[src/ghlt_map.svh]
// Register offsets, field positions, reset values and timing counts of the GPIO
// hotkey and level translator block. Included by the block's package users only.
`ifndef GHLT_MAP_SVH
`define GHLT_MAP_SVH

// ----------------------------------------------------------------------------
// Register offsets (byte addresses on the register port)
// ----------------------------------------------------------------------------
`define GHLT_OFS_SET_MSB     8'h02
`define GHLT_OFS_SET_LSB     8'h03
`define GHLT_OFS_CLR_MSB     8'h04
`define GHLT_OFS_CLR_LSB     8'h05
`define GHLT_OFS_MON_MSB     8'h06
`define GHLT_OFS_MON_LSB     8'h07
`define GHLT_OFS_DIR_MSB     8'h08
`define GHLT_OFS_DIR_LSB     8'h09
`define GHLT_OFS_EDS_MSB     8'h0a
`define GHLT_OFS_EDS_LSB     8'h0b
`define GHLT_OFS_RISE_MSB    8'h0c
`define GHLT_OFS_RISE_LSB    8'h0d
`define GHLT_OFS_FALL_MSB    8'h0e
`define GHLT_OFS_FALL_LSB    8'h0f
`define GHLT_OFS_PULL_MSB    8'h10
`define GHLT_OFS_PULL_LSB    8'h11
`define GHLT_OFS_AFU_MSB     8'h12
`define GHLT_OFS_AFU_LSB     8'h13
`define GHLT_OFS_AFL_MSB     8'h14
`define GHLT_OFS_AFL_LSB     8'h15
`define GHLT_OFS_LT_EN       8'h16
`define GHLT_OFS_LT_DIR      8'h17
`define GHLT_OFS_SYS_CTRL    8'h20
`define GHLT_OFS_IMSK_MSB    8'h21
`define GHLT_OFS_IMSK_LSB    8'h22

// ----------------------------------------------------------------------------
// Field positions and codes
// ----------------------------------------------------------------------------
`define GHLT_SYS_SLEEP_BIT   0
`define GHLT_SYS_GIE_BIT     1
`define GHLT_FUNC_PRIMARY    2'b00
`define GHLT_FUNC_ALT1       2'b01
`define GHLT_FUNC_ALT2       2'b10
`define GHLT_FUNC_RSVD       2'b11

// ----------------------------------------------------------------------------
// Reset values
// ----------------------------------------------------------------------------
`define GHLT_RST_PINS        16'h0000
`define GHLT_RST_FUNC        32'h0000_0000
`define GHLT_RST_BYTE        8'h00

// ----------------------------------------------------------------------------
// Timing
// ----------------------------------------------------------------------------
`define GHLT_MCLK_HZ         25000000
`define GHLT_RUNCLK_HZ       4000000
`define GHLT_SLPCLK_HZ       32768
`define GHLT_MIN_PULSE_NS    62500
`define GHLT_RUN_DIV_CYC     (`GHLT_MCLK_HZ / `GHLT_RUNCLK_HZ)
`define GHLT_SLP_DIV_CYC     (`GHLT_MCLK_HZ / `GHLT_SLPCLK_HZ)
`define GHLT_MIN_PULSE_CYC   ((`GHLT_MIN_PULSE_NS * 25 + 999) / 1000)

`endif

[src/ghlt_pkg.sv]
// Types shared by the GPIO hotkey and level translator block.
// Assumes the map header is included by every file that needs numbers.
package ghlt_pkg;

    // ------------------------------------------------------------------------
    // Power mode of the expander core
    // ------------------------------------------------------------------------
    typedef enum logic {
        GHLT_RUN,
        GHLT_SLEEP
    } ghlt_mode_t;

    typedef logic [15:0] ghlt_pins_t;

endpackage

[src/ghlt_pin_sync.sv]
// One pin's input path: two-stage synchroniser, rate sampler and edge finder.
// Assumes sampleTick is a one-cycle pulse from the same clock.
module ghlt_pin_sync
    import ghlt_pkg::*;
(
    input  wire logic mclk,
    input  wire logic resetn,
    input  wire logic pinLevel,
    input  wire logic sampleTick,
    output logic      syncLevel,
    output logic      riseEvt,
    output logic      fallEvt
);
    logic metaLevel;
    logic sampled;

    // ------------------------------------------------------------------------
    // Synchroniser; the first stage feeds the second stage only.
    // ------------------------------------------------------------------------
    always_ff @(posedge mclk) begin
        if (!resetn) begin
            metaLevel <= 1'b0;
            syncLevel <= 1'b0;
        end else begin
            metaLevel <= pinLevel;
            syncLevel <= metaLevel;
        end
    end

    // Sampling at the active clock rate can miss glitches shorter than a tick,
    // which is why only pulses of the minimum width are guaranteed.
    always_ff @(posedge mclk) begin
        if (!resetn) begin
            sampled <= 1'b0;
            riseEvt <= 1'b0;
            fallEvt <= 1'b0;
        end else begin
            riseEvt <= sampleTick & syncLevel & ~sampled;
            fallEvt <= sampleTick & ~syncLevel & sampled;
            if (sampleTick) begin
                sampled <= syncLevel;
            end
        end
    end

endmodule

[src/ghlt_gpio_top.sv]
// GPIO controller slice: pin state, direction, edge status, function select,
// hotkey wake from sleep and the eight-channel level translator.
// Assumes a byte-wide register port driven by the serial interface logic on mclk,
// and pins that come from outside the clock domain.
`include "ghlt_map.svh"

module ghlt_gpio_top
    import ghlt_pkg::*;
#(
    parameter int NPINS     = 16,
    parameter int RUN_DIV   = `GHLT_RUN_DIV_CYC,
    parameter int SLEEP_DIV = `GHLT_SLP_DIV_CYC
)
(
    input  wire logic        mclk,
    input  wire logic        resetn,
    input  wire logic [7:0]  regAddr,
    input  wire logic [7:0]  regWrData,
    input  wire logic        regWrite,
    input  wire logic        regRead,
    output logic      [7:0]  regRdData,
    input  wire logic [15:0] pinIn,
    output logic      [15:0] pinOut,
    output logic      [15:0] pinOe,
    output logic      [15:0] pullUpEn,
    output logic      [31:0] funcSel,
    output logic      [15:0] gpioIrq,
    output logic             wakeUp,
    output logic             sleepMode
);

    // ------------------------------------------------------------------------
    // Elaboration checks
    // ------------------------------------------------------------------------
    if (NPINS != 16) begin : g_bad_pins
        $error("ghlt_gpio_top supports exactly 16 pins");
    end
    if (RUN_DIV < 1 || SLEEP_DIV < 1 || SLEEP_DIV > 65535) begin : g_bad_div
        $error("ghlt_gpio_top divider out of range");
    end
    if (2 * SLEEP_DIV > `GHLT_MIN_PULSE_CYC) begin : g_bad_pulse
        $error("ghlt_gpio_top sleep sampling too slow for minimum pulse");
    end

    // ------------------------------------------------------------------------
    // State
    // ------------------------------------------------------------------------
    ghlt_mode_t  modeState;
    ghlt_pins_t  outState;
    ghlt_pins_t  dirReg;
    ghlt_pins_t  edgeStatus;
    ghlt_pins_t  riseEn;
    ghlt_pins_t  fallEn;
    ghlt_pins_t  pinIrqMask;
    logic [7:0]  ltEn;
    logic [7:0]  ltDir;
    logic        globalIrqEn;
    logic [15:0] tickCount;

    ghlt_pins_t  syncLevel;
    ghlt_pins_t  riseEvt;
    ghlt_pins_t  fallEvt;

    // ------------------------------------------------------------------------
    // Address decode
    // ------------------------------------------------------------------------
    wire wrSetHi  = regWrite && regAddr == `GHLT_OFS_SET_MSB;
    wire wrSetLo  = regWrite && regAddr == `GHLT_OFS_SET_LSB;
    wire wrClrHi  = regWrite && regAddr == `GHLT_OFS_CLR_MSB;
    wire wrClrLo  = regWrite && regAddr == `GHLT_OFS_CLR_LSB;
    wire wrDirHi  = regWrite && regAddr == `GHLT_OFS_DIR_MSB;
    wire wrDirLo  = regWrite && regAddr == `GHLT_OFS_DIR_LSB;
    wire wrEdsHi  = regWrite && regAddr == `GHLT_OFS_EDS_MSB;
    wire wrEdsLo  = regWrite && regAddr == `GHLT_OFS_EDS_LSB;
    wire wrRiseHi = regWrite && regAddr == `GHLT_OFS_RISE_MSB;
    wire wrRiseLo = regWrite && regAddr == `GHLT_OFS_RISE_LSB;
    wire wrFallHi = regWrite && regAddr == `GHLT_OFS_FALL_MSB;
    wire wrFallLo = regWrite && regAddr == `GHLT_OFS_FALL_LSB;
    wire wrPullHi = regWrite && regAddr == `GHLT_OFS_PULL_MSB;
    wire wrPullLo = regWrite && regAddr == `GHLT_OFS_PULL_LSB;
    wire wrAfuHi  = regWrite && regAddr == `GHLT_OFS_AFU_MSB;
    wire wrAfuLo  = regWrite && regAddr == `GHLT_OFS_AFU_LSB;
    wire wrAflHi  = regWrite && regAddr == `GHLT_OFS_AFL_MSB;
    wire wrAflLo  = regWrite && regAddr == `GHLT_OFS_AFL_LSB;
    wire wrLtEn   = regWrite && regAddr == `GHLT_OFS_LT_EN;
    wire wrLtDir  = regWrite && regAddr == `GHLT_OFS_LT_DIR;
    wire wrSys    = regWrite && regAddr == `GHLT_OFS_SYS_CTRL;
    wire wrMskHi  = regWrite && regAddr == `GHLT_OFS_IMSK_MSB;
    wire wrMskLo  = regWrite && regAddr == `GHLT_OFS_IMSK_LSB;

    // Byte strobes widened to pin masks; the high byte always serves pins 15..8.
    wire [15:0] setMask = {wrSetHi ? regWrData : 8'h00, wrSetLo ? regWrData : 8'h00};
    wire [15:0] clrMask = {wrClrHi ? regWrData : 8'h00, wrClrLo ? regWrData : 8'h00};
    wire [15:0] edsMask = {wrEdsHi ? regWrData : 8'h00, wrEdsLo ? regWrData : 8'h00};
    wire [15:0] ltLock  = {ltEn, ltEn};

    // ------------------------------------------------------------------------
    // Sample tick: run-rate or sleep-rate, following the power mode.
    // ------------------------------------------------------------------------
    wire [15:0] tickLimit  = (modeState == GHLT_SLEEP) ? 16'(SLEEP_DIV - 1)
                                                       : 16'(RUN_DIV - 1);
    wire        sampleTick = (tickCount >= tickLimit);

    always_ff @(posedge mclk) begin
        if (!resetn) begin
            tickCount <= 16'h0000;
        end else begin
            tickCount <= sampleTick ? 16'h0000 : tickCount + 16'h0001;
        end
    end

    // ------------------------------------------------------------------------
    // Per-pin input path
    // ------------------------------------------------------------------------
    for (genvar i = 0; i < 16; i++) begin : g_pin
        ghlt_pin_sync u_sync (
            .mclk       (mclk),
            .resetn     (resetn),
            .pinLevel   (pinIn[i]),
            .sampleTick (sampleTick),
            .syncLevel  (syncLevel[i]),
            .riseEvt    (riseEvt[i]),
            .fallEvt    (fallEvt[i])
        );
    end

    // ------------------------------------------------------------------------
    // Hotkey qualification and events
    // ------------------------------------------------------------------------
    ghlt_pins_t funcPrimary;
    for (genvar i = 0; i < 16; i++) begin : g_func
        assign funcPrimary[i] = funcSel[2*i+1 -: 2] == `GHLT_FUNC_PRIMARY;
    end

    // Edge detection stays live on translating pins as well.
    wire [15:0] edgeSet = (riseEvt & riseEn) | (fallEvt & fallEn);
    wire [15:0] hotQual = funcPrimary & ~dirReg & pinIrqMask
                        & {16{globalIrqEn}};
    wire        wakeEvt = |(edgeSet & hotQual);

    // ------------------------------------------------------------------------
    // Level translator drive
    // ------------------------------------------------------------------------
    ghlt_pins_t nextOut;
    ghlt_pins_t nextOe;
    for (genvar i = 0; i < 8; i++) begin : g_lt
        // Direction 0 carries the low pin to the high pin, 1 the reverse.
        assign nextOut[i]   = ltEn[i] ? syncLevel[i+8] : outState[i];
        assign nextOut[i+8] = ltEn[i] ? syncLevel[i]   : outState[i+8];
        assign nextOe[i]    = ltEn[i] ? ltDir[i]       : dirReg[i];
        assign nextOe[i+8]  = ltEn[i] ? ~ltDir[i]      : dirReg[i+8];
    end

    // ------------------------------------------------------------------------
    // Pin state and direction; translating pairs ignore these writes.
    // ------------------------------------------------------------------------
    wire [15:0] dirWrite = {wrDirHi ? 8'hff : 8'h00, wrDirLo ? 8'hff : 8'h00} & ~ltLock;
    wire [15:0] dirData  = {regWrData, regWrData};

    always_ff @(posedge mclk) begin
        if (!resetn) begin
            outState <= `GHLT_RST_PINS;
            dirReg   <= `GHLT_RST_PINS;
        end else begin
            outState <= (outState | (setMask & ~ltLock)) & ~(clrMask & ~ltLock);
            dirReg   <= (dirReg & ~dirWrite) | (dirData & dirWrite);
        end
    end

    // Edge status: a new edge in the clearing cycle survives the clear.
    always_ff @(posedge mclk) begin
        if (!resetn) begin
            edgeStatus <= `GHLT_RST_PINS;
        end else begin
            edgeStatus <= (edgeStatus & ~edsMask) | edgeSet;
        end
    end

    // ------------------------------------------------------------------------
    // Plain configuration registers
    // ------------------------------------------------------------------------
    always_ff @(posedge mclk) begin
        if (!resetn) begin
            riseEn      <= `GHLT_RST_PINS;
            fallEn      <= `GHLT_RST_PINS;
            pullUpEn    <= `GHLT_RST_PINS;
            pinIrqMask  <= `GHLT_RST_PINS;
            ltEn        <= `GHLT_RST_BYTE;
            ltDir       <= `GHLT_RST_BYTE;
            globalIrqEn <= 1'b0;
        end else begin
            if (wrRiseHi) riseEn[15:8]     <= regWrData;
            if (wrRiseLo) riseEn[7:0]      <= regWrData;
            if (wrFallHi) fallEn[15:8]     <= regWrData;
            if (wrFallLo) fallEn[7:0]      <= regWrData;
            if (wrPullHi) pullUpEn[15:8]   <= regWrData;
            if (wrPullLo) pullUpEn[7:0]    <= regWrData;
            if (wrMskHi)  pinIrqMask[15:8] <= regWrData;
            if (wrMskLo)  pinIrqMask[7:0]  <= regWrData;
            if (wrLtEn)   ltEn             <= regWrData;
            if (wrLtDir)  ltDir            <= regWrData;
            if (wrSys)    globalIrqEn      <= regWrData[`GHLT_SYS_GIE_BIT];
        end
    end

    // Function select words; each byte holds four 2-bit fields.
    always_ff @(posedge mclk) begin
        if (!resetn) begin
            funcSel <= `GHLT_RST_FUNC;
        end else begin
            if (wrAfuHi) funcSel[31:24] <= regWrData;
            if (wrAfuLo) funcSel[23:16] <= regWrData;
            if (wrAflHi) funcSel[15:8]  <= regWrData;
            if (wrAflLo) funcSel[7:0]   <= regWrData;
        end
    end

    // ------------------------------------------------------------------------
    // Power mode; the host is trusted to arm hotkeys before asking for sleep.
    // ------------------------------------------------------------------------
    wire sleepReq = wrSys && regWrData[`GHLT_SYS_SLEEP_BIT];
    wire runReq   = wrSys && !regWrData[`GHLT_SYS_SLEEP_BIT];

    always_ff @(posedge mclk) begin
        if (!resetn) begin
            modeState <= GHLT_RUN;
            wakeUp    <= 1'b0;
        end else begin
            wakeUp <= 1'b0;
            case (modeState)
                GHLT_RUN: begin
                    if (sleepReq) begin
                        modeState <= GHLT_SLEEP;
                    end
                end
                GHLT_SLEEP: begin
                    // A hotkey wins over a same-cycle write that keeps sleep.
                    if (wakeEvt) begin
                        modeState <= GHLT_RUN;
                        wakeUp    <= 1'b1;
                    end else if (runReq) begin
                        modeState <= GHLT_RUN;
                    end
                end
                default: modeState <= GHLT_RUN;
            endcase
        end
    end

    // ------------------------------------------------------------------------
    // Registered pin outputs and interrupt requests
    // ------------------------------------------------------------------------
    always_ff @(posedge mclk) begin
        if (!resetn) begin
            pinOut    <= `GHLT_RST_PINS;
            pinOe     <= `GHLT_RST_PINS;
            gpioIrq   <= `GHLT_RST_PINS;
            sleepMode <= 1'b0;
        end else begin
            pinOut    <= nextOut;
            pinOe     <= nextOe;
            gpioIrq   <= edgeStatus & pinIrqMask & {16{globalIrqEn}};
            sleepMode <= (modeState == GHLT_SLEEP);
        end
    end

    // ------------------------------------------------------------------------
    // Read mux; set and clear are write-only and unmapped addresses read zero.
    // ------------------------------------------------------------------------
    wire [7:0] sysRead = 8'({globalIrqEn, modeState == GHLT_SLEEP});
    wire [7:0] rdMux =
        regAddr == `GHLT_OFS_MON_MSB  ? syncLevel[15:8] :
        regAddr == `GHLT_OFS_MON_LSB  ? syncLevel[7:0]  :
        regAddr == `GHLT_OFS_DIR_MSB  ? dirReg[15:8]    :
        regAddr == `GHLT_OFS_DIR_LSB  ? dirReg[7:0]     :
        regAddr == `GHLT_OFS_EDS_MSB  ? edgeStatus[15:8] :
        regAddr == `GHLT_OFS_EDS_LSB  ? edgeStatus[7:0] :
        regAddr == `GHLT_OFS_RISE_MSB ? riseEn[15:8]    :
        regAddr == `GHLT_OFS_RISE_LSB ? riseEn[7:0]     :
        regAddr == `GHLT_OFS_FALL_MSB ? fallEn[15:8]    :
        regAddr == `GHLT_OFS_FALL_LSB ? fallEn[7:0]     :
        regAddr == `GHLT_OFS_PULL_MSB ? pullUpEn[15:8]  :
        regAddr == `GHLT_OFS_PULL_LSB ? pullUpEn[7:0]   :
        regAddr == `GHLT_OFS_AFU_MSB  ? funcSel[31:24]  :
        regAddr == `GHLT_OFS_AFU_LSB  ? funcSel[23:16]  :
        regAddr == `GHLT_OFS_AFL_MSB  ? funcSel[15:8]   :
        regAddr == `GHLT_OFS_AFL_LSB  ? funcSel[7:0]    :
        regAddr == `GHLT_OFS_LT_EN    ? ltEn            :
        regAddr == `GHLT_OFS_LT_DIR   ? ltDir           :
        regAddr == `GHLT_OFS_SYS_CTRL ? sysRead         :
        regAddr == `GHLT_OFS_IMSK_MSB ? pinIrqMask[15:8] :
        regAddr == `GHLT_OFS_IMSK_LSB ? pinIrqMask[7:0] :
        8'h00;

    always_ff @(posedge mclk) begin
        if (!resetn) begin
            regRdData <= 8'h00;
        end else if (regRead) begin
            regRdData <= rdMux;
        end
    end

endmodule

[config.mk]
export PLATFORM = sky130hd
export DESIGN_NAME = ghlt_gpio_top
export DESIGN_NICKNAME = d
export VERILOG_FILES = /design/src/ghlt_pkg.sv /design/src/ghlt_pin_sync.sv /design/src/ghlt_gpio_top.sv
export VERILOG_INCLUDE_DIRS = /design/src /design/src/src
export SDC_FILE = /design/constraint.sdc
export NUM_CORES = 1
export LEC_CHECK = 0
export BUFFER_PORTS_ARGS = -buffer_cell sky130_fd_sc_hd__clkbuf_2
export CORE_ASPECT_RATIO = 0.75
export CORE_MARGIN = 1
export CORE_UTILIZATION = 32
export CTS_CLUSTER_DIAMETER = 200
export CTS_CLUSTER_SIZE = 14
export DETAILED_ROUTE_END_ITERATION = 10
export PLACE_DENSITY = 0.59
export SLEW_MARGIN = 20
export SYNTH_ARGS = -nofsm -noshare
export SYNTH_HDL_FRONTEND = slang
export SYNTH_SLANG_ARGS = --single-unit
[constraint.sdc]
create_clock -name mclk -period 6.9 [get_ports mclk]
set_input_delay 1.38 -clock mclk [delete_from_list [all_inputs] [get_ports mclk]]
set_output_delay 1.38 -clock mclk [all_outputs]
set_load 0.02 [all_outputs]
==> Implementation_results.wiki <==
{| class="wikitable"
! Metric !! Value
|-
| Result of the run || finished, final reports clean
|-
| FF+latch area || 6330 sq um
|-
| Setup skew after layout || around 27 ps
|-
| Placed wire-length estimate || approximately 38 mm
|-
| Gate count after technology mapping || 1479
|-
| Post-synth top area cell || dfxtp_1
|-
| Number of standard cells in the final layout excluding fillers || between 2000 and 2500
|-
| Top cells by area, synth || dfxtp_1 (48%), mux2i_1 (7.1%), nand2_1 (5.8%)
|-
| Static Leak || 5.51 nW
|-
| Number of filler cells placed in the layout || 4128
|-
| Global routing usage summed across all routing layers || 0.248
|-
| Pwr per Cell Area || about 230 nW/um^2
|-
| Seq cells post-synth || between 300 and 400
|-
| Area enclosed by the die boundary || roughly 42000 sq um
|-
| # resized after CTS || 0
|-
| Final-stage net count || 1610
|-
| Cell-by-cell trace of the critical path || clkbuf_2 > nor2b_1 > and2_1 > nand2_1 > o221a_2
|-
| WS Path Type || in -> reg
|-
| Peak Freq || 258 MHz
|-
| Chip height || about 180 um
|-
| Port-buffer cells || 141
|-
| Dpl cell area || 14200 sq um
|-
| Sequential-to-total area share from yosys stat || 0.483
|-
| Count of final max-slew check failures || 0
|-
| Area of the mapped netlist || roughly 13000 sq um
|-
| Routed vias/inst || 5.70
|-
| Setup Buffers After CTS || 0
|-
| Avg Synthesized Cell Area || between 8 and 9 sq um
|-
| Remaining antenna violation count || 0
|-
| Fraction of the core area covered by cells at the end of the flow || 0.372
|-
| Clock input transition at the sequential cells of the worst setup and hold paths || approximately 70 ps
|-
| Fin crit share || 0.562
|-
| Post-layout total power || roughly 3.4 mW
|-
| Average wire length per cell after detail routing || about 25 um
|-
| Total via count in the routed design || ~12000
|-
| Required time of the critical path || 7370 ps
|-
| Hold Violations, Final || 0
|-
| Number of remaining DRC errors || 0
|-
| Critical path's top delay family || simple AND/OR/NAND/NOR gates
|-
| Worst-case hold slack || about 430 ps
|-
| Maximum capacitance violations || 0
|-
| Biggest cell delay along the critical path || approximately 800 ps
|-
| Number of top-level design ports || 142
|-
| Number of buffers between clock root and the deepest sink || 3
|-
| Number of clock sinks || between 300 and 400
|-
| Simple-gate area share of the yosys netlist || 0.221
|-
| Post-placement cell count || ~2000
|-
| Actual slew at the worst max-slew pin || just under 1000 ps
|-
| Pre-CTS worst setup slack || ~2500 ps
|-
| Total negative slack for setup checks || 0 ps
|-
| Unrepaired setup endpoints after global routing || false
|-
| Pin count of the biggest net entering global routing || approximately 110
|-
| Path type of the worst min-delay path || reg -> reg
|-
| Count of routing violations after the opening detailed-route iteration || about 1400
|-
| Top_reg_cell synth || dfxtp_1
|-
| Count of flip-flops with a built-in enable after synthesis || 0
|-
| Max H-tree Level || 1
|-
| Floorplan die width || between 200 and 250 um
|-
| Count of warnings emitted by yosys || 0
|-
| Worst Setup End Kind || register
|-
| Overall routed net length || between 50 and 60 mm
|-
| Area share of fa/ha/maj cells after synthesis || 0.00956
|-
| Fraction of the mapped netlist area in compound gates || 0.165
|-
| Number of antenna violations at the first check in global routing || 3
|-
| Crit path DAT || 4350 ps
|-
| GP Congestion || about 1.0
|-
| Share of cells above drive strength 1 || 0.162
|-
| Area growth from synthesis to layout || 13.5%
|-
| Clock latency on the worst-skew pair || 590 ps
|-
| Length of the first detailed-routing pass in iterations || 6
|-
| First-pass GRT wire length || 75.9 mm
|-
| Clock root buffer || clkbuf_16
|-
| Multiplexer fraction of the synthesized cell area || 0.0823
|-
| Critical path peak fanout || 25
|-
| Normalized max-slew margin || 0.349
|-
| Final standard cell area without fillers || ~15000 sq um
|-
| Hold buffers post-CTS || 0
|-
| Area used by multi-input combinational logic || around 6400 sq um
|-
| Min-delay src || g_pin[2].u_sync.metaLevel$_SDFF_PN0_
|-
| Crit Reg-Reg Startpoint || modeState$_SDFF_PN0_
|-
| Area share of xor/xnor cells in the synthesized design || 0.00669
|-
| Via count of the first global-routing pass || 11000
|-
| Tmin final || roughly 3900 ps
|-
| Combinational family with the most area after synthesis || simple AND/OR/NAND/NOR gates
|-
| Post-route worst setup slack || between 3000 and 4000 ps
|-
| Share of async-settable or async-resettable flops after synthesis || 0
|-
| Initial standard-cell utilization of the core || 0.328
|-
| Critical-path top delay cell || nor2b_1
|-
| Site row count || 63
|-
| Num CTS Buffers || 26
|-
| Max IR drop VDD || 0.000180 V
|-
| Number of buffers and inverters on the critical path || 1
|-
| Final-report setup violation count || 0
|-
| Total gr overflow || 0
|-
| Post-synth cell types || between 70 and 80
|-
| CP Launch Type || primary input
|-
| Placeable core region || roughly 40000 sq um
|-
| First element of the critical path || regAddr[0]
|-
| Clock tree from TritonCTS || built
|-
| Fraction of post-synthesis cell area in the top cell type by area || 0.483
|}
synth_stat cells (7+ instances only):
library cell / n
mux2_2: 13
a211oi_1: 8
o21ai_1: 14
ha_1: 10
nor3b_1: 34
buf_1: 13
a21oi_1: 142
and2_1: 36
nand2_1: 202
nor4_1: 25
nand2b_1: 38
inv_1: 8
o21ai_0: 61
buf_2: 15
nor2_2: 24
mux2i_1: 93
nor2_1: 136
a22oi_1: 27
dfxtp_1: 316
nor3_1: 7
o221ai_1: 10
xor2_1: 9
nand3_1: 27
o22ai_1: 16
clkbuf_1: 69
o221a_2: 17
and3_1: 25
final timing paths:
check / endpoint / slack (ps) / cells after the start
worst max-delay path: outState[2]$_SDFF_PN0_ / 3020 / 5
worst min-delay path: g_pin[2].u_sync.syncLevel$_SDFF_PN0_ / 430 / 1
worst max register to register: g_pin[1].u_sync.fallEvt$_SDFF_PN0_ / 3870 / 9
worst min register to register: g_pin[2].u_sync.syncLevel$_SDFF_PN0_ / 430 / 1
cell type report:
| type | count | area share |
|---|---|---|
| antenna | 3 | 0.000505 |
| clock inverter | 2 | 0.00261 |
| sequential | 316 | 0.426 |
| tap | 520 | 0.0438 |
| clock buffer | 26 | 0.0438 |
| timing repair buffer | 150 | 0.0521 |
| inverter | 11 | 0.00312 |
| multi-input combinational | 1059 | 0.428 |
report_power, final:
group          total (mW)  internal (mW)  switching (mW)
registers            1.86           1.84          0.0191
logic               0.181         0.0430           0.138
clock network        1.35          0.672           0.683
total                3.40           2.56           0.840
metal layers:
metal | up-vias | wire (um) | share of wire | track usage
li1 | 5358 | - | - | -
met1 | 5785 | 24500 | 0.47 | 0.372
met2 | 689 | 20800 | 0.39 | 0.341
met3 | 70 | 6000 | 0.11 | 0.0646
met4 | 2 | 1200 | 0.023 | 0.0643
met5 | - | 144 | 0.0027 | 0.0245
sequential cells by signal (all words and copies together), names as in the netlist, 8 cells and up, named ones only:
| signal | count |
|---|---|
| edgeStatus | 16 |
| fallEn | 16 |
| funcSel | 32 |
| g_pin.u_sync.fallEvt | 16 |
| g_pin.u_sync.metaLevel | 16 |
| g_pin.u_sync.riseEvt | 16 |
| g_pin.u_sync.sampled | 16 |
| g_pin.u_sync.syncLevel | 16 |
| gpioIrq | 16 |
| ltDir | 8 |
| ltEn | 8 |
| outState | 16 |
| pinIrqMask | 16 |
| pinOe | 16 |
| pinOut | 16 |
| pullUpEn | 16 |
| regRdData | 8 |
| riseEn | 16 |
| tickCount | 16 |
cell families after synthesis:
logic type,after synthesis
buf+inv,108
mux,106
flops,316
fa+ha+maj,10
simple gates,583
compound gates,345
xor+xnor,10
other cells,1
layout by cell type, fill, tap and decap left out, types with 13 or more instances in the layout:
master | synthesis | layout
a21oi_1 | 142 | 141
nor3b_1 | 34 | 34
nand2b_1 | 38 | 37
o21ai_0 | 61 | 61
dfxtp_1 | 316 | 316
nand2_1 | 202 | 202
clkbuf_16 | 0 | 26
o22ai_1 | 16 | 16
and2_1 | 36 | 36
mux2i_1 | 93 | 93
clkbuf_2 | 0 | 141
o21ai_1 | 14 | 14
nor4_1 | 25 | 25
nand3_1 | 27 | 27
mux2_2 | 13 | 13
o221a_2 | 17 | 17
and3_1 | 25 | 25
a22oi_1 | 27 | 27
nor2_2 | 24 | 24
nor2_1 | 136 | 136
worst reg2reg max path, delay by kind of cell (launching register included):
family	cells	cell delay (ps)
buffers and inverters	2	600
DFF	1	440
adders and majority gates	1	400
AOI/OAI and AO/OA	4	640
and+or+nand+nor	2	810
No activity file was read; power rests on OpenSTA's default activity.
